==> src/rtl/xoc_pkg.sv <==
// Package: register map, field layout and codes of the crystal oscillator
// Overview of operation
// - Oscillator enable field resets to disable code
// - Bits 23:12 code: 0xfab enables, 0xd1e disables
// - Any other on-code value enables oscillator
// - Band field reads 0xaa0, ignores writes
// - Startup timer counts crystal cycles, units 256
// - Timer expiry sets settled flag
// - Tick counter decrements per crystal cycle, stops
// - Pause code write stops oscillator, dormant
// - Dormant holds until wake interrupt or a non-dormant pause write
// - Wake restarts the crystal oscillator
// - After wake full startup delay applies
// - Pause register decodes dormant and wake codes
// - Status bit31 settled, bit24 illegal write
// - Settle count bits 13:0, bit20 quadruples
// - Tick counter 8 bits, reset zero
`default_nettype none
package xoc_pkg;
  localparam logic [7:0]  ADDR_CONTROL    = 8'h00;
  localparam logic [7:0]  ADDR_STATUS     = 8'h04;
  localparam logic [7:0]  ADDR_PAUSE      = 8'h08;
  localparam logic [7:0]  ADDR_SETTLE     = 8'h0c;
  localparam logic [7:0]  ADDR_TICK       = 8'h1c;
  localparam int          ONCODE_LSB      = 12;
  localparam int          ONCODE_MSB      = 23;
  localparam logic [11:0] ONCODE_ENABLE   = 12'hfab;
  localparam logic [11:0] ONCODE_DISABLE  = 12'hd1e;
  localparam logic [11:0] BAND_RESET      = 12'haa0;
  localparam logic [11:0] BAND_RESERVED3  = 12'haa3;
  localparam logic [31:0] PAUSE_DORMANT   = 32'h636f6d61;
  localparam logic [31:0] PAUSE_WAKE      = 32'h77616b65;
  localparam int          STAT_SETTLED    = 31;
  localparam int          STAT_ILLEGAL    = 24;
  localparam int          STAT_ENABLED    = 12;
  localparam int          SETTLE_QUAD_BIT = 20;
  localparam int          SETTLE_W        = 14;
  localparam int          UNIT_SHIFT      = 8;
  localparam int          TICK_W          = 8;
  localparam int          TIMER_W         = SETTLE_W + UNIT_SHIFT + 2;
  localparam logic [1:0]  HTRANS_NONSEQ   = 2'h2;
  localparam logic [1:0]  HTRANS_SEQ      = 2'h3;

  // Latched AHB address phase
  typedef struct packed {
    logic       valid;
    logic       write;
    logic [7:0] addr;
  } xoc_aphase_t;
endpackage : xoc_pkg
`default_nettype wire

==> src/rtl/xoc_timer.sv <==
// Startup timer: counts crystal cycles until settled
`timescale 1ns/10ps
`default_nettype none
module xoc_timer
  import xoc_pkg::*;
#(
  parameter int W = TIMER_W
) (
  // Clock and reset
  input  wire logic         hclk,
  input  wire logic         hresetn,
  // Control
  input  wire logic         run,
  input  wire logic         xtal_tick,
  input  wire logic [W-1:0] target,
  // Result
  output logic              settled
);
  logic [W-1:0] count;

  // Count crystal edges; stopping or pausing reloads from zero
  always_ff @(posedge hclk or negedge hresetn) begin
    if (!hresetn) begin
      count   <= '0;
      settled <= 1'b0;
    end else if (!run) begin
      count   <= '0;
      settled <= 1'b0;
    end else if (!settled) begin
      if (count >= target) begin
        settled <= 1'b1;
      end else if (xtal_tick) begin
        count <= count + 1'b1;
      end
    end
  end

  // Settled never rises before the full count is seen
  property p_settle_needs_count;
    @(posedge hclk) disable iff (!hresetn)
      $rose(settled) |-> $past(count) >= $past(target);
  endproperty
  a_settle_needs_count: assert property (p_settle_needs_count)
    else $error("settled rose before the count elapsed");

  property p_stop_clears;
    @(posedge hclk) disable iff (!hresetn)
      !run |=> !settled;
  endproperty
  a_stop_clears: assert property (p_stop_clears)
    else $error("settled held while oscillator stopped");
endmodule : xoc_timer
`default_nettype wire

==> src/rtl/xoc_top.sv <==
// Crystal oscillator control block with AHB-Lite register slave
//
// Design decision made here: register access over AHB-Lite.
`timescale 1ns/10ps
`default_nettype none
module xoc_top
  import xoc_pkg::*;
(
  // Clock and reset
  input  wire logic        hclk,
  input  wire logic        hresetn,
  // AHB-Lite slave
  input  wire logic        hsel,
  input  wire logic [31:0] haddr,
  input  wire logic [1:0]  htrans,
  input  wire logic        hwrite,
  input  wire logic [2:0]  hsize,
  input  wire logic [31:0] hwdata,
  input  wire logic        hready,
  output logic             hreadyout,
  output logic             hresp,
  output logic [31:0]      hrdata,
  // Crystal side
  input  wire logic        crystal_in_pin,
  input  wire logic        wake_irq,
  output logic             osc_run,
  output logic             osc_settled
);
  xoc_aphase_t  aph;
  logic [11:0]  oncode;
  logic         dormant;
  logic         illegal_write_flag;
  logic [SETTLE_W-1:0] settle_count;
  logic         delay_quadruple;
  logic [TICK_W-1:0] tick_downcounter;
  logic         xtal_q;
  logic         xtal_tick;
  logic         wr_en;
  logic         enabled;
  logic         settled;
  logic         bad_oncode;
  logic         bad_band;
  logic         bad_pause;
  logic         clr_illegal;
  logic [TIMER_W-1:0] target;
  logic [31:0]  next_rdata;

  // On-code decode: every code except disable turns the oscillator on
  function automatic logic code_enables(input logic [11:0] code);
    return code != ONCODE_DISABLE;
  endfunction : code_enables

  // Slave never stalls and always answers OKAY
  assign hreadyout = 1'b1;
  assign hresp     = 1'b0;

  // Address phase capture; only NONSEQ/SEQ transfers count
  always_ff @(posedge hclk or negedge hresetn) begin
    if (!hresetn) begin
      aph <= '0;
    end else if (hready) begin
      aph.valid <= hsel && (htrans == HTRANS_NONSEQ ||
                            htrans == HTRANS_SEQ);
      aph.write <= hwrite;
      aph.addr  <= haddr[7:0];
    end
  end

  assign wr_en = aph.valid && aph.write;

  // Crystal input is synchronous to hclk; a rising edge is one tick
  always_ff @(posedge hclk or negedge hresetn) begin
    if (!hresetn) begin
      xtal_q <= 1'b0;
    end else begin
      xtal_q <= crystal_in_pin;
    end
  end

  assign xtal_tick = crystal_in_pin && !xtal_q;

  // Write-data code checks for the illegal write flag
  always_comb begin
    bad_oncode = hwdata[ONCODE_MSB:ONCODE_LSB] != ONCODE_ENABLE &&
                 hwdata[ONCODE_MSB:ONCODE_LSB] != ONCODE_DISABLE;
    bad_band   = hwdata[11:0] < BAND_RESET ||
                 hwdata[11:0] > BAND_RESERVED3;
    bad_pause  = hwdata != PAUSE_DORMANT && hwdata != PAUSE_WAKE;
  end

  // Enable code register; resets to disable
  always_ff @(posedge hclk or negedge hresetn) begin
    if (!hresetn) begin
      oncode <= ONCODE_DISABLE;
    end else if (wr_en && aph.addr == ADDR_CONTROL) begin
      oncode <= hwdata[ONCODE_MSB:ONCODE_LSB];
    end
  end

  assign enabled = code_enables(oncode);

  // Pause state: dormant code stops, wake interrupt restarts
  always_ff @(posedge hclk or negedge hresetn) begin
    if (!hresetn) begin
      dormant <= 1'b0;
    end else if (wake_irq) begin
      dormant <= 1'b0;
    end else if (wr_en && aph.addr == ADDR_PAUSE) begin
      dormant <= hwdata == PAUSE_DORMANT;
    end
  end

  // Settle count and quadruple bit
  always_ff @(posedge hclk or negedge hresetn) begin
    if (!hresetn) begin
      settle_count    <= '0;
      delay_quadruple <= 1'b0;
    end else if (wr_en && aph.addr == ADDR_SETTLE) begin
      settle_count    <= hwdata[SETTLE_W-1:0];
      delay_quadruple <= hwdata[SETTLE_QUAD_BIT];
    end
  end

  // Illegal write flag; a new bad write beats a clearing write
  assign clr_illegal = wr_en && aph.addr == ADDR_STATUS;
  always_ff @(posedge hclk or negedge hresetn) begin
    if (!hresetn) begin
      illegal_write_flag <= 1'b0;
    end else if (wr_en && ((aph.addr == ADDR_CONTROL &&
                            (bad_oncode || bad_band)) ||
                           (aph.addr == ADDR_PAUSE && bad_pause))) begin
      illegal_write_flag <= 1'b1;
    end else if (clr_illegal) begin
      illegal_write_flag <= 1'b0;
    end
  end

  // Tick counter: written value, then one step per crystal edge
  always_ff @(posedge hclk or negedge hresetn) begin
    if (!hresetn) begin
      tick_downcounter <= '0;
    end else if (wr_en && aph.addr == ADDR_TICK) begin
      tick_downcounter <= hwdata[TICK_W-1:0];
    end else if (osc_run && xtal_tick && tick_downcounter != '0) begin
      tick_downcounter <= tick_downcounter - 1'b1;
    end
  end

  // Oscillator runs when enabled and not paused
  assign osc_run = enabled && !dormant;

  // Target in crystal cycles: count times 256, times 4 if asked
  assign target = delay_quadruple ?
      {settle_count, {(UNIT_SHIFT + 2){1'b0}}} :
      {2'b00, settle_count, {UNIT_SHIFT{1'b0}}};

  // Timer restarts from zero on every wake, so full delay applies
  xoc_timer #(
    .W (TIMER_W)
  ) xoc_timer_inst (
    .hclk      (hclk),
    .hresetn   (hresetn),
    .run       (osc_run),
    .xtal_tick (xtal_tick),
    .target    (target),
    .settled   (settled)
  );

  assign osc_settled = settled;

  // Read mux; band field always shows the fixed band code
  always_comb begin
    next_rdata = 32'h0000_0000;
    case (aph.addr)
      ADDR_CONTROL: begin
        next_rdata[ONCODE_MSB:ONCODE_LSB] = oncode;
        next_rdata[11:0] = BAND_RESET;
      end
      ADDR_STATUS: begin
        next_rdata[STAT_SETTLED] = settled;
        next_rdata[STAT_ILLEGAL] = illegal_write_flag;
        next_rdata[STAT_ENABLED] = enabled;
      end
      ADDR_PAUSE: begin
        next_rdata = dormant ? PAUSE_DORMANT : PAUSE_WAKE;
      end
      ADDR_SETTLE: begin
        next_rdata[SETTLE_W-1:0]   = settle_count;
        next_rdata[SETTLE_QUAD_BIT] = delay_quadruple;
      end
      ADDR_TICK: begin
        next_rdata[TICK_W-1:0] = tick_downcounter;
      end
      default: begin
        next_rdata = 32'h0000_0000;
      end
    endcase
  end

  // Read data is combinational within the zero-wait data phase
  assign hrdata = (aph.valid && !aph.write) ? next_rdata : 32'h0000_0000;

  property p_reset_disabled;
    @(posedge hclk) disable iff (!hresetn)
      (oncode == ONCODE_DISABLE) |-> !osc_run;
  endproperty
  a_reset_disabled: assert property (p_reset_disabled)
    else $error("oscillator runs with disable code");

  property p_enable_code;
    @(posedge hclk) disable iff (!hresetn)
      (wr_en && aph.addr == ADDR_CONTROL &&
       hwdata[ONCODE_MSB:ONCODE_LSB] == ONCODE_ENABLE) |=> enabled;
  endproperty
  a_enable_code: assert property (p_enable_code)
    else $error("enable code did not enable");

  property p_other_code;
    @(posedge hclk) disable iff (!hresetn)
      (wr_en && aph.addr == ADDR_CONTROL && bad_oncode) |=> enabled;
  endproperty
  a_other_code: assert property (p_other_code)
    else $error("undefined code did not enable");

  property p_band_fixed;
    @(posedge hclk) disable iff (!hresetn)
      (aph.valid && !aph.write && aph.addr == ADDR_CONTROL)
        |-> hrdata[11:0] == BAND_RESET;
  endproperty
  a_band_fixed: assert property (p_band_fixed)
    else $error("band field changed");

  property p_tick_step;
    @(posedge hclk) disable iff (!hresetn)
      (osc_run && xtal_tick && tick_downcounter != '0 &&
       !(wr_en && aph.addr == ADDR_TICK))
        |=> tick_downcounter == $past(tick_downcounter) - 8'h01;
  endproperty
  a_tick_step: assert property (p_tick_step)
    else $error("tick counter did not step");

  property p_tick_stop;
    @(posedge hclk) disable iff (!hresetn)
      (tick_downcounter == '0 && !(wr_en && aph.addr == ADDR_TICK))
        |=> tick_downcounter == '0;
  endproperty
  a_tick_stop: assert property (p_tick_stop)
    else $error("tick counter moved past zero");

  property p_dormant_stops;
    @(posedge hclk) disable iff (!hresetn)
      (wr_en && aph.addr == ADDR_PAUSE && hwdata == PAUSE_DORMANT &&
       !wake_irq) |=> !osc_run ##1 !osc_settled;
  endproperty
  a_dormant_stops: assert property (p_dormant_stops)
    else $error("pause code did not stop oscillator");

  property p_wake;
    @(posedge hclk) disable iff (!hresetn)
      (wake_irq && enabled && !(wr_en && aph.addr == ADDR_CONTROL))
        |=> osc_run;
  endproperty
  a_wake: assert property (p_wake)
    else $error("wake did not restart oscillator");

  property p_illegal_flag;
    @(posedge hclk) disable iff (!hresetn)
      (wr_en && aph.addr == ADDR_PAUSE && bad_pause)
        |=> illegal_write_flag;
  endproperty
  a_illegal_flag: assert property (p_illegal_flag)
    else $error("bad pause write not flagged");
endmodule : xoc_top
`default_nettype wire

==> config.mk <==
export PLATFORM = sky130hd
export DESIGN_NAME = xoc_top
export DESIGN_NICKNAME = d
export VERILOG_FILES = /design/src/rtl/xoc_pkg.sv /design/src/rtl/xoc_timer.sv /design/src/rtl/xoc_top.sv
export SDC_FILE = /design/constraint.sdc
export NUM_CORES = 1
export LEC_CHECK = 0
export BUFFER_PORTS_ARGS = -buffer_cell sky130_fd_sc_hd__buf_4
export CORE_MARGIN = 2
export CORE_UTILIZATION = 30
export DETAILED_ROUTE_END_ITERATION = 16
export PLACE_DENSITY_LB_ADDON = 0.08
export SLEW_MARGIN = 20
export SYNTH_ARGS = -nofsm -noshare
export SYNTH_HDL_FRONTEND = slang
export SYNTH_SLANG_ARGS = --single-unit
==> constraint.sdc <==
create_clock -name hclk -period 3.7 [get_ports hclk]
set_clock_uncertainty 0.1 [all_clocks]
set_input_delay 0.74 -clock hclk [delete_from_list [all_inputs] [get_ports hclk]]
set_output_delay 0.74 -clock hclk [all_outputs]
set_load 0.01 [all_outputs]
## Word level (Yosys, flattened, before mapping)

Index checks and enable logic that the tools add are counted.

| storage, ports and cells | value |
|---|---|
| output and inout port bits | 36 |
| logic and storage cells | 88 |
| register bits | 73 |
| input bits | 76 |

| operators by class | value |
|---|---|
| equality and inequality tests | 15 |
| add/subtract/negate cells | 2 |
| $lt $le $gt $ge | 3 |
| reductions and logical operators | 30 |
| mux-type cells | 26 |

Operator list:

| operator | number |
|---|---|
| 24-bit two-way mux | 5 |
| 32-bit by 31-bit != test with 1-bit output (second input constant) | 2 |
| 12-bit != test (second input constant) | 3 |
| 32-bit by 31-bit == test with 1-bit output (second input constant) | 1 |
| 32-bit two-way mux | 1 |
| 8-bit one-hot mux with 4 select lines | 1 |
| 29-bit two-way mux | 1 |
| 24-bit by 1-bit adder with 24-bit output (second input constant) | 1 |
| 24-bit greater-or-equal comparator | 1 |
| 1-bit logical AND | 17 |
| 8-bit by 4-bit == test with 1-bit output (second input constant) | 2 |
| 8-bit two-way mux | 2 |
| 12-bit greater-than comparator (second input constant) | 1 |
| 12-bit < comparator (second input constant) | 1 |
| 4-bit one-hot mux with 3 select lines | 1 |
| 6-bit one-hot mux with 2 select lines | 1 |
| 8-bit by 3-bit == test with 1-bit output (second input constant) | 1 |
| 8-bit by 5-bit == test with 1-bit output (second input constant) | 1 |
| 8-bit logical NOT | 1 |
| 8-bit nonzero test | 1 |
| 8-bit by 1-bit subtractor with 8-bit output (second input constant) | 1 |
| 1-bit two-way mux | 7 |
| 6-bit two-way mux | 1 |
| 1-bit one-hot mux with 3 select lines | 2 |
| other kinds (10) | 20 |

## Logic depth before layout (Yosys ltp)

Gate-level depths: netlist of run 1.

| depth | value |
|---|---|
| word-level depth | 7 |
| mapped depth | 12 |
| gate-level depth less buffers | 8 |

## Hierarchy

From an unflattened synthesis of run 1, not the netlist that was laid out.

| second synthesis, totals | value |
|---|---|
| cell total of the unflattened synthesis | 526 |
| area, all modules | 5022.3 um^2 |

By module, submodules not included:

| module | area each (um^2) | instances | cells each | seq. area each (um^2) |
|---|---|---|---|---|
| xoc_top | 3021.6 | 1 | 293 | 1209.9 |
| xoc_timer | 2000.7 | 1 | 233 | 625.6 |

## Worst setup path before layout of run 1

OpenSTA, ideal clock, no wires.

| timing | value |
|---|---|
| path type | register to register |
| start point | reg delay_quadruple |
| end point | reg xoc_timer_inst.count[12] |
| data required time | 3.522 ns |
| cell stages (with the launch flop) | 12 |
| slack | 0.155 ns |
| period minus slack after synthesis | 3.545 ns |
| arrival | 3.367 ns |
| path buffers | 3 |
| library setup time | 0.078 ns |
| path through | dfrtp_1 > clkbuf_1 > clkbuf_1 > mux2i_1 > ha_1 > a21o_1 > a21o_1 > a2111o_1 > or3_4 > buf_6 > or4_1 > a21oi_1 |

| on the way | value |
|---|---|
| longest elaborated chain between the ends | 4 |

Ends and longest elaborated chain:

| element | line | source |
|---|---|---|
| from (decl) | xoc_top.sv:34 | `logic delay_quadruple;` |
| from (signal assigned) | xoc_top.sv:120 | `delay_quadruple <= hwdata[SETTLE_QUAD_BIT];` |
| 24-bit two-way mux | xoc_top.sv:153 | `assign target = delay_quadruple ?` |
| 24-bit greater-or-equal comparator | xoc_timer.sv:30 | `if (count >= target) begin` |
| 2-bit != test (no line) | n/a |  |
| 3-bit AND reduction (no line) | n/a |  |
| to (signal assigned) | xoc_timer.sv:33 | `count <= count + 1'b1;` |
| to (decl) | xoc_timer.sv:19 | `logic [W-1:0] count;` |

No other way between the ends.
A chain may end at the register's enable or synchronous reset.

## Worst setup path in the final report of run 1

| timing | value |
|---|---|
| start point | reg aph[0] in the netlist's numbering |
| end point | out hrdata[6] |

| on the way | value |
|---|---|
| longest elaborated chain between the ends | 3 |
| elaborated cells on any way between the ends | 6 |
| classes of those cells | 3 x eq/ne; 2 x mux; 1 x reduce/logical |

Ends and longest elaborated chain:

| element | line | source |
|---|---|---|
| from (decl) | xoc_top.sv:29 | `xoc_aphase_t aph;` |
| 8-bit by 5-bit == test with 1-bit output (tied with other cells) | xoc_top.sv:174 | `case (aph.addr)` |
| 8-bit one-hot mux with 4 select lines (*) | xoc_top.sv:174 |  |
| 32-bit two-way mux (*) | xoc_top.sv:201 | `assign hrdata = (aph.valid && !aph.write) ? next_rdata : 32'h0000_0000;` |
| to (decl) | xoc_top.sv:22 | `output logic [31:0] hrdata,` |

Every way passes the cells marked *; elsewhere a longest branch is shown, timed or not.

==> results.txt, run 1 <==
The number of warnings reported in the yosys synthesis log is 0. The number of synthesized register bits came out at between 70 and 80. The hold violation total from the final report is 0. The detailed-route via count is around 4000.

The maximum fanout count along the critical path is 9. The number of fill cells in the layout is 1600. The clock period minus final worst setup slack is roughly 3400 ps. The number of global-route vias before repair came out at about 4000. The global-route total usage across every layer is between 10% and 20%.

The total grt overflow is 0. The first global-routing pass estimated approximately 22 mm of wire. The worst relative slew slack came out at between 40% and 50%. The worst ir drop on vdd is about 240 uV. The data arrival time of the critical path is 2570 ps. The CTS tree is built.

0 antenna diodes ended up in the layout. The die area came out at around 0.016 mm2. The number of cell instances on the worst register-to-register path came out at 9.

The worst setup path is captured at a primary output. The clock net sink count is between 70 and 80. The later pin in the worst-skew pair is clocked with a latency of roughly 350 ps.

The average cell area after synthesis is 9.53 um2. The core area is between 0.015 and 0.02 mm2. The startpoint of the most critical setup path is aph[0]. The reported leakage power is roughly 2.4 nW. The floorplan row count came out at 45. The transition time at the pin with the least slew margin came out at between 700 and 800 ps. The maximum count of clock buffers along a single path came out at 2. The setup TNS is 0 ps. The final RePlAce weighted congestion came out at between 0.7 and 0.8. The count of flip-flops with a built-in enable after synthesis is 0. Once placement finished, the instance area stood at roughly 0.0053 mm2.

The number of nets in the layout came out at 646. The final standard cell area without fillers came out at ~0.0056 mm2. The starting utilization of the core area is 30.5%. The total count of max-transition violations in the final report came out at 0. The count of nets left with antenna violations after detail routing came out at 0. The final wirelength came out at about 13 mm. The count of buffers added by post-CTS timing repair for setup is 0. The number of buffers inserted by port buffering came out at 80. The chip width came out at ~130 um. The number of antenna violations at the first check in global routing came to 0. The max-capacitance violation count is 0.

The placed wire-length estimate came out at 10.1 mm. The worst setup path is of the reg -> out kind. The level count of the clock H-tree is 3.

The number of top-level pins is between 100 and 150. The cell area that synthesis handed to floorplanning was approximately 0.0046 mm2. For this run, the leading register cell type out of synthesis is dfrtp_1. The cell at the root of the clock tree is clkbuf_16. The count of instances resized after the clock tree is built came out at 0. The number of library cell types mapped by synthesis is 56. The first-pass detailed-route iteration total is 4.

The part of the Yosys area used for sequential elements came out at between 30% and 40%. Setup repair after global routing left no endpoint under its margin. For this run, the share of the core covered by cells in the final layout is a little under two fifths. The final setup violation count is 0.

The layout cell share with drive strength beyond 1 came out at 27.6%. The die outline height came out at roughly 130 um. The clock slew seen by the registers of the worst setup and hold paths is approximately 60 ps. The maximum frequency from static timing analysis is between 0.2 and 0.3 GHz. Hold repair after CTS inserted 0 buffers. The number of remaining DRC errors came out at 0. The source of the worst register-to-register timing path is delay_quadruple. The power density over cell area came out at 437 mW/mm2. Entering global routing, the biggest net connects 74 pins.

The flow ran to the end, and the final reports show no timing, DRC or antenna violations. The synthesized instance count is 482. The violation count after the first detailed-routing iteration came out at 219.

The critical path data required time came out at about 2900 ps. TritonCTS created 9 clock buffers. Counting flops with an async set or reset pin after synthesis yields a share of between 90% and 100%. The path type of the worst min-delay path is in -> async. The final cycle utilization of the critical path is 92.1%. The average wire length per cell after detail routing came out at about 18 um. The launching element type of the critical path is a register. Compared with the post-synthesis result, the final layout area differs by 22.6%. Using the TritonRoute via totals, the vias-per-cell ratio works out to about 5.3.
## cell type report
cell class              count  area [um2]  share of cell area (%)
inverters                  16        60.1                    1.07
clock inverters             6        82.6                    1.47
flip-flops and latches     73        1840                    32.6
multi-input cells         365        2550                    45.2
clock buffers              10         229                    4.06
well taps                 188         235                    4.18
repair buffers             85         642                    11.4
## cells in the final DEF, fill, tap and decap left out, types with 16 or more instances in the layout
cell     Yosys  routed
inv_1       16      16
dfrtp_1     66      66
buf_4        7      84
nor2_1      42      42
mux2_2      37      37
nand3_1     19      19
o21ai_0     21      21
ha_1        20      20
a21oi_1     30      30
nand2_1     36      36
## power by group
group | total [mW] | internal [mW] | switching [mW]
clock | 0.933 | 0.587 | 0.346
sequential | 1.08 | 0.914 | 0.165
combinational | 0.447 | 0.220 | 0.227
total | 2.46 | 1.72 | 0.738
## metrics by stage
step           worst slack [ps]  power (mW)  instances  hold WS (ps)
5_1_grt                     111        2.61        743           400
6_report                    294        2.46        743           326
2_1_floorplan               155        1.36        483           344
4_1_cts                     288        2.49        743           401
3_5_place_dp                382        1.54        727           383
3_3_place_gp                426        1.53        727           383
## cell families after synthesis
group / share of synthesized area (%)
DFF: 39.9
buffers and inverters: 4.68
muxes: 11.7
other: 0.163
adders and majority gates: 5.45
and+or+nand+nor: 22.7
AOI/OAI and AO/OA: 12.9
xor gates and xnor gates: 2.48
## worst max-delay path: stages (launching register included)
cell and delay (ps):
dfrtp_1 370, or4_1 580, nor3_2 320, and3_1 450, a221oi_1 160, nor2_1 200, buf_4 160
## layer usage
layer	global-route usage [%]	up-vias	part of all wire [%]
met5	0	-	0
met4	5.62	0	1.4
met3	3.01	14	2.9
met2	25.4	72	44
met1	25.5	1966	52
li1	-	1904	-
## worst paths after layout
| check | to | slack (ps) |
|---|---|---|
| max in group asynchronous | dormant | 2680 |
| hold / removal | xoc_timer_inst.count[21] | 330 |
| min in group hclk | aph[6] | 400 |
| setup reg to reg | xoc_timer_inst.count[14] | 360 |
| setup / recovery | hrdata[6] | 290 |
| hold reg to reg | aph[6] | 400 |
## state kept, by name, indices dropped and copies added, names as in the netlist
name                    flops
xoc_timer_inst.count       24
settle_count               14
oncode                     12
aph                        10
tick_downcounter            8
delay_quadruple             1
dormant                     1
illegal_write_flag          1
xoc_timer_inst.settled      1
xtal_q                      1
## cells in the mapped netlist (all sizes together) (2+ instances only)
library cell | count | area share [%]
a211o | 2 | 0.38
a21o | 6 | 0.98
a21oi | 30 | 3.3
a221oi | 2 | 0.38
a22o | 3 | 0.57
a22oi | 4 | 0.65
a31oi | 4 | 0.54
and2 | 3 | 0.41
and3 | 9 | 1.2
and4 | 2 | 0.38
buf | 14 | 2.2
clkbuf | 15 | 1.2
conb | 2 | 0.16
dfrtp | 66 | 36
dfstp | 7 | 4.0
ha | 20 | 5.4
inv | 16 | 1.3
mux2 | 37 | 9.1
mux2i | 12 | 2.6
nand2 | 36 | 2.9
nand2b | 5 | 0.68
nand3 | 20 | 2.3
nand3b | 3 | 0.49
nand4 | 10 | 1.4
nand4b | 5 | 0.95
nor2 | 42 | 3.4
nor2b | 4 | 0.54
nor3 | 6 | 0.98
nor4 | 10 | 1.4
nor4b | 6 | 1.1
nor4bb | 2 | 0.44
o21a | 2 | 0.33
o21ai | 21 | 2.3
o31ai | 11 | 1.8
or3 | 8 | 1.2
or4 | 13 | 2.1
xnor2 | 9 | 1.7
xor2 | 4 | 0.76
(Power assumes the default switching activity.)
==> run 2: changes to the inputs <==
Settings changed: CORE_ASPECT_RATIO set to 0.5.
==> results.txt, run 2 (synthesis gave the netlist of run 1 again) <==
The run finished with clean final reports. The largest net degree at the start of global routing is 74. The antenna diode instance count is 0. For the worst setup path, the data required time is between 2000 and 3000 ps. For this run, the post-layout net count is 646.

Measured against its own limit, the worst slew margin works out to 52.9%. The worst setup path is launched from a register. The detailed-route via count is just under 4000. The signal on the critical path passes through or4_1 > nor3_2 > nand2_1 > nor3_2 > a22o_1 > buf_4. The placed instances occupy a cell area of roughly 0.0053 mm2.

The starting utilization of the core area is a little under a third. STA classifies the critical path endpoint as a primary output. The core area is around 0.015 mm2. The transition time at the pin with the least slew margin came out at just over 700 ps. The power density over cell area is approximately 430 mW/mm2. The final setup violation count came out at 0.

The wire length of the first global-routing pass came out at about 22 mm. The clock net sink count came out at 73. After detailed routing, the number of remaining DRC violations is 0.

The number of buffers added by the clock tree synthesis step is 9. The maximum count of clock buffers along a single path is 2. The hold violation total from the final report was 0. The setup TNS is 0 ps. The path class of the tightest hold or removal check is in -> async. The cell that appears most often on the critical path is nor3_2.

The flip-flop count of the largest register, all copies and words added is 24. The floorplan row count came out at 31. The die outline height came out at between 90 and 100 um. In the final layout, the registers with the most flip-flops are xoc_timer_inst.count: 24 flops, settle_count: 14 flops, oncode: 12 flops. For this run, the slowest stage of the critical path takes approximately 570 ps. The number of global-route vias before repair came out at 3863. The largest individual stage delay along the critical path comes from the cell or4_1. The layout cell share with drive strength beyond 1 is between 20% and 30%. In the final routed layout, each cell accounts on average for around 18 um. The total count of max-transition violations in the final report came to 0.

The global-route total usage across every layer came out at about 17%. The startpoint of the most critical setup path is aph[0]. The die area came out at ~0.016 mm2. The H-tree was split into 3 levels. The layout has 1530 filler cells. The count of nets left with antenna violations after detail routing is 0. Global routing finished with a remaining overflow of 0. In this run the critical register-to-register path is launched from delay_quadruple.

The library cells used most frequently in the layout, excluding fill and tap cells, are 84 x buf_4, 66 x dfrtp_1, 42 x nor2_1. The final cycle utilization of the critical path came out at approximately 93%. The library cell used most frequently in the layout, excluding fill and tap cells, is buf_4. TritonCTS built the clock tree. The chip width is between 150 and 200 um.

The worst ir drop on vdd is around 180 uV. Summed over all layers, the routed wires come to roughly 13 mm. Max-cap violations in this run came to 0. The number of buffers inserted by port buffering came out at 80. Timing would allow up to slightly below 0.3 GHz.

The data arrival time of the critical path came out at around 2600 ps. Setup repair after global routing left no endpoint under its margin. The clock slew seen by the registers of the worst setup and hold paths came out at ~60 ps.

The worst setup path is of the reg -> out kind. The post-cts hold buffer count came out at 0. The first-pass detailed-route iteration total is 4. The final standard cell area without fillers came out at about 0.0056 mm2. The count of buffers added by post-CTS timing repair for setup is 0.

The violation count after the first detailed-routing iteration is roughly 230. The ratio of routed vias to standard cells is a little over 5. The most flop-heavy register is xoc_timer_inst.count. The maximum fanout count along the critical path is 9. The number of antenna violations at the first check in global routing came out at 0.

The area overhead of the layout relative to synthesis came out at 22.8%. The placed wire-length estimate is roughly 9.9 mm. The clock period minus final worst setup slack came out at around 3400 ps. The count of instances resized after the clock tree is built came out at 0. The clock latency on the worst-skew pair came out at ~340 ps. The number of top-level pins came out at approximately 110. The final RePlAce weighted congestion came out at 0.794. Clock tree synthesis selected as its root buffer the cell clkbuf_16. The reported leakage power is 2.39 nW.
==> run 2: cell count changes in the layout (fill, tap and decap cells not counted), sizes merged <==
cell and delta:
clkinv -1, clkbuf +2, bufinv -1
==> run 2: report_power, final <==
group          internal, mW  total [mW]  switching (mW)
Clock                 0.560       0.915           0.356
Sequential            0.914        1.08           0.168
Combinational         0.222       0.446           0.225
Total                  1.70        2.44           0.748
==> run 2: through the flow <==
stage | instances | total power [mW] | util, % | worst slack, ps | hold slack, ps
global placement | 737 | 1.54 | 36.3 | 508 | 379
CTS | 753 | 2.48 | 38.4 | 247 | 393
detailed placement | 737 | 1.54 | 36.3 | 483 | 380
global route | 753 | 2.59 | 38.4 | 131 | 396
floorplan | 483 | 1.36 | - | 155 | 344
finish | 753 | 2.44 | 38.4 | 262 | 336
==> run 2: path summary, 6_finish.rpt <==
check | to | slack [ps] | cells past startpoint
max | hrdata[17] | 260 | 6
min | aph[6] | 340 | 1
max reg2reg | xoc_timer_inst.count[14] | 440 | 9
min reg2reg | illegal_write_flag | 390 | 2
max in group asynchronous | delay_quadruple | 2680 | 1
min in group hclk | illegal_write_flag | 390 | 2
==> run 2: critical path: cells and delay by family (launching register included) <==
kind	cells	cell delay (ps)
compound gates	1	260
flops	1	370
simple gates	4	1490
buf+inv	1	130
==> run 2: area by class of cell <==
type,instances,area [um2],share of cell area (%)
multi-input combinational,365,2550,45.2
sequential,73,1840,32.5
timing repair buffer,85,642,11.4
clock buffer,12,256,4.55
tap,198,248,4.39
inverter,16,60.1,1.06
clock inverter,4,51.3,0.909
==> run 2: metal layers <==
layer | up-vias | wire (um) | GRT usage (%)
li1 | 1904 | - | -
met1 | 1872 | 6980 | 25.5
met2 | 80 | 5820 | 26.0
met3 | 8 | 541 | 3.43
met4 | 0 | 82 | 2.85
met5 | - | 0 | 0
==> run 3: changes to the inputs <==
Settings changed: BUFFER_PORTS_ARGS -buffer_cell sky130_fd_sc_hd__buf_4 to -buffer_cell sky130_fd_sc_hd__clkbuf_2.
==> results.txt, run 3 (synthesis gave the netlist of run 1 again) <==
The run finished with clean final reports. In this design, the critical path's most frequently occurring cell is nor3_2. The clock drives 73 sinks.

The area of combinational cells with multiple inputs is about 0.0025 mm2. The level count of the clock H-tree came out at 3. The combinational cell fraction of total power is 17.9%. The largest registers in the layout are xoc_timer_inst.count: 24 flops, settle_count: 14 flops, oncode: 12 flops. The number of global-route vias before repair is about 3600. The data arrival time of the critical path came out at 2640 ps.

The clock passes through at most 2 buffers. The count of instances resized after the clock tree is built is 0. Wires add up to around 13 mm. At the later pin of the worst-skew pair, clock insertion delay measures 340 ps. The signal on the critical path passes through or4_1 > nor3_2 > nand2_1 > nor3_2 > a22o_1 > clkbuf_2.

The die area came out at approximately 0.016 mm2. The total count of max-transition violations in the final report came out at 0. The repair_antennas step left the layout with diodes totalling 0. The core area came out at 0.0147 mm2. The critical path data required time came out at about 2900 ps. The average wire length per cell after detail routing is 17.6 um.

Max-cap violations in this run came to 0. The number of remaining DRC errors came out at 0. The net load switching power is ~0.77 mW. For this design the top-level I/O count stands at between 100 and 150. The global-route total usage across every layer came out at approximately 17%. From synthesis to final layout, the design area changed by 18.3%. TritonCTS built the clock tree. The critical path capture point type is a primary output. The first global-routing pass estimated between 20 and 25 mm of wire. Port buffering added 80 buffers. The detail route stage leaves a number of antenna-violating nets equal to 0. In this run, flip-flops and latches consume 45.0% of the power.

xoc_timer_inst.count holds more flip-flops than any other register. The final cycle utilization of the critical path came out at roughly 94%. Summed over all layers, the global routing overflow is 0. In this run, the clock network consumes a little under two fifths of the power. The longest individual stage delay on the worst path is 580 ps. The violation count after the first detailed-routing iteration is around 180.

The hold violation total from the final report came out at 0. The floorplan row count is 31. The sequential cell area in the final layout came out at between 0.0015 and 0.002 mm2. The final setup violation count is 0.

The worst setup path is launched from a register. The maximum frequency from static timing analysis is around 0.29 GHz. The path class of the tightest hold or removal check is reg -> reg. The congestion estimate from routability-driven global placement came to between 0.7 and 0.8.

Setup repair after global routing left no endpoint under its margin. The die outline height came out at between 90 and 100 um. The maximum fanout count along the critical path is 9. The top cell types in the final layout, fill and taps aside, are 79 x clkbuf_2, 66 x dfrtp_1, 42 x nor2_1. The worst relative slew slack came out at 35.7%. The worst ir drop on vdd is about 190 uV.

The transition time at the pin with the least slew margin came out at around 960 ps. The chip width came out at around 180 um. The detailed-route via count came out at 3866. The number of non-filler instances in the completed layout came out at approximately 750. By startpoint and endpoint, the worst setup path is classified as reg -> out. The first-pass detailed-route iteration total came out at 5. The number of fill cells in the layout is 1510. Post-CTS timing repair inserted 0 buffers for setup.

Counting I/O delays and the setup requirement, the final critical path takes between 3000 and 4000 ps. CTS placed an instance of clkbuf_16 at the clock tree root. The finished cells cover between 0.005 and 0.006 mm2. Clock tree synthesis inserted a total of 9 buffers. The net count of the finished layout is between 600 and 700. After legalization and detailed placement, the total HPWL measured between 9 and 10 mm. The largest net degree at the start of global routing is 74.

The flip-flop count of the largest register, all copies and words added is 24. The starting utilization of the core area came out at a little under a third. Setup total negative slack on the finished layout was measured at 0 ps. The layout cell share with drive strength beyond 1 is roughly 27%. Leaving out fill and tap cells, the most frequent cell in the layout is clkbuf_2. The ratio of routed vias to standard cells came out at 5.14. On the critical path, the stage with the largest delay is an instance of or4_1. Clock-pin slew was measured on the worst setup and hold paths at 60 ps. The power density over cell area is between 400 and 500 mW/mm2.

In this run the static leakage power is 2.33 nW. Once placement finished, the instance area stood at roughly 0.0051 mm2. The number of antenna violations at the first check in global routing came to 0. The cell total after placement is 736. Net switching is 31.8% of the power. The internal cell power is 1.64 mW.

The post-cts hold buffer count came out at 0.
run 3: area by class of cell:
cell class                 count  share of cell area (%)
multi-input combinational    365                    46.9
sequential                    73                    33.8
timing repair buffer          84                    8.20
tap                          198                    4.56
clock buffer                  10                    4.21
clock inverter                 6                    1.27
inverter                      16                    1.10
run 3: metrics by stage:
stage / utilization (%) / worst slack (ps) / power [mW] / hold WS [ps]
after floorplan: - / 155 / 1.36 / 344
after global placement: 34.9 / 452 / 1.52 / 377
after detailed placement: 34.9 / 407 / 1.53 / 379
after CTS: 37.0 / 225 / 2.44 / 396
after global routing: 37.0 / 65.3 / 2.56 / 420
final: 37.0 / 222 / 2.41 / 390
run 3: metal layers:
metal | part of all wire (%) | routed length (um) | vias to the layer above | global-route usage (%)
li1 | - | - | 1906 | -
met1 | 52 | 6960 | 1865 | 25.6
met2 | 42 | 5620 | 83 | 24.1
met3 | 4.0 | 535 | 12 | 3.64
met4 | 1.1 | 144 | 0 | 4.27
met5 | 0 | 0 | - | 0
run 3: power by group through the flow:
stage          registers (mW)  clock network, mW  logic, mW
2_1_floorplan            1.02                  0      0.347
3_3_place_gp             1.09                  0      0.429
3_5_place_dp             1.09                  0      0.433
4_1_cts                  1.08              0.920      0.436
5_1_grt                  1.11              0.963      0.496
6_report                 1.08              0.895      0.431
run 3: worst paths after layout:
| check | cells after the start | to | startpoint | slack [ps] |
|---|---|---|---|---|
| max in group asynchronous | 1 | settle_count[11] | hresetn | 2420 |
| worst min-delay path | 2 | illegal_write_flag | illegal_write_flag | 390 |
| worst max register to register | 9 | xoc_timer_inst.count[14] | delay_quadruple | 360 |
| worst max-delay path | 6 | hrdata[19] | aph[0] | 220 |
| worst min register to register | 2 | illegal_write_flag | illegal_write_flag | 390 |
| min in group asynchronous | 1 | aph[6] | hresetn | 440 |
run 3: worst max-delay path, delay by kind of cell (launching register included):
family          cells  cell delay (ps)
buf+inv             1              140
flops               1              370
simple gates        4             1540
compound gates      1              250
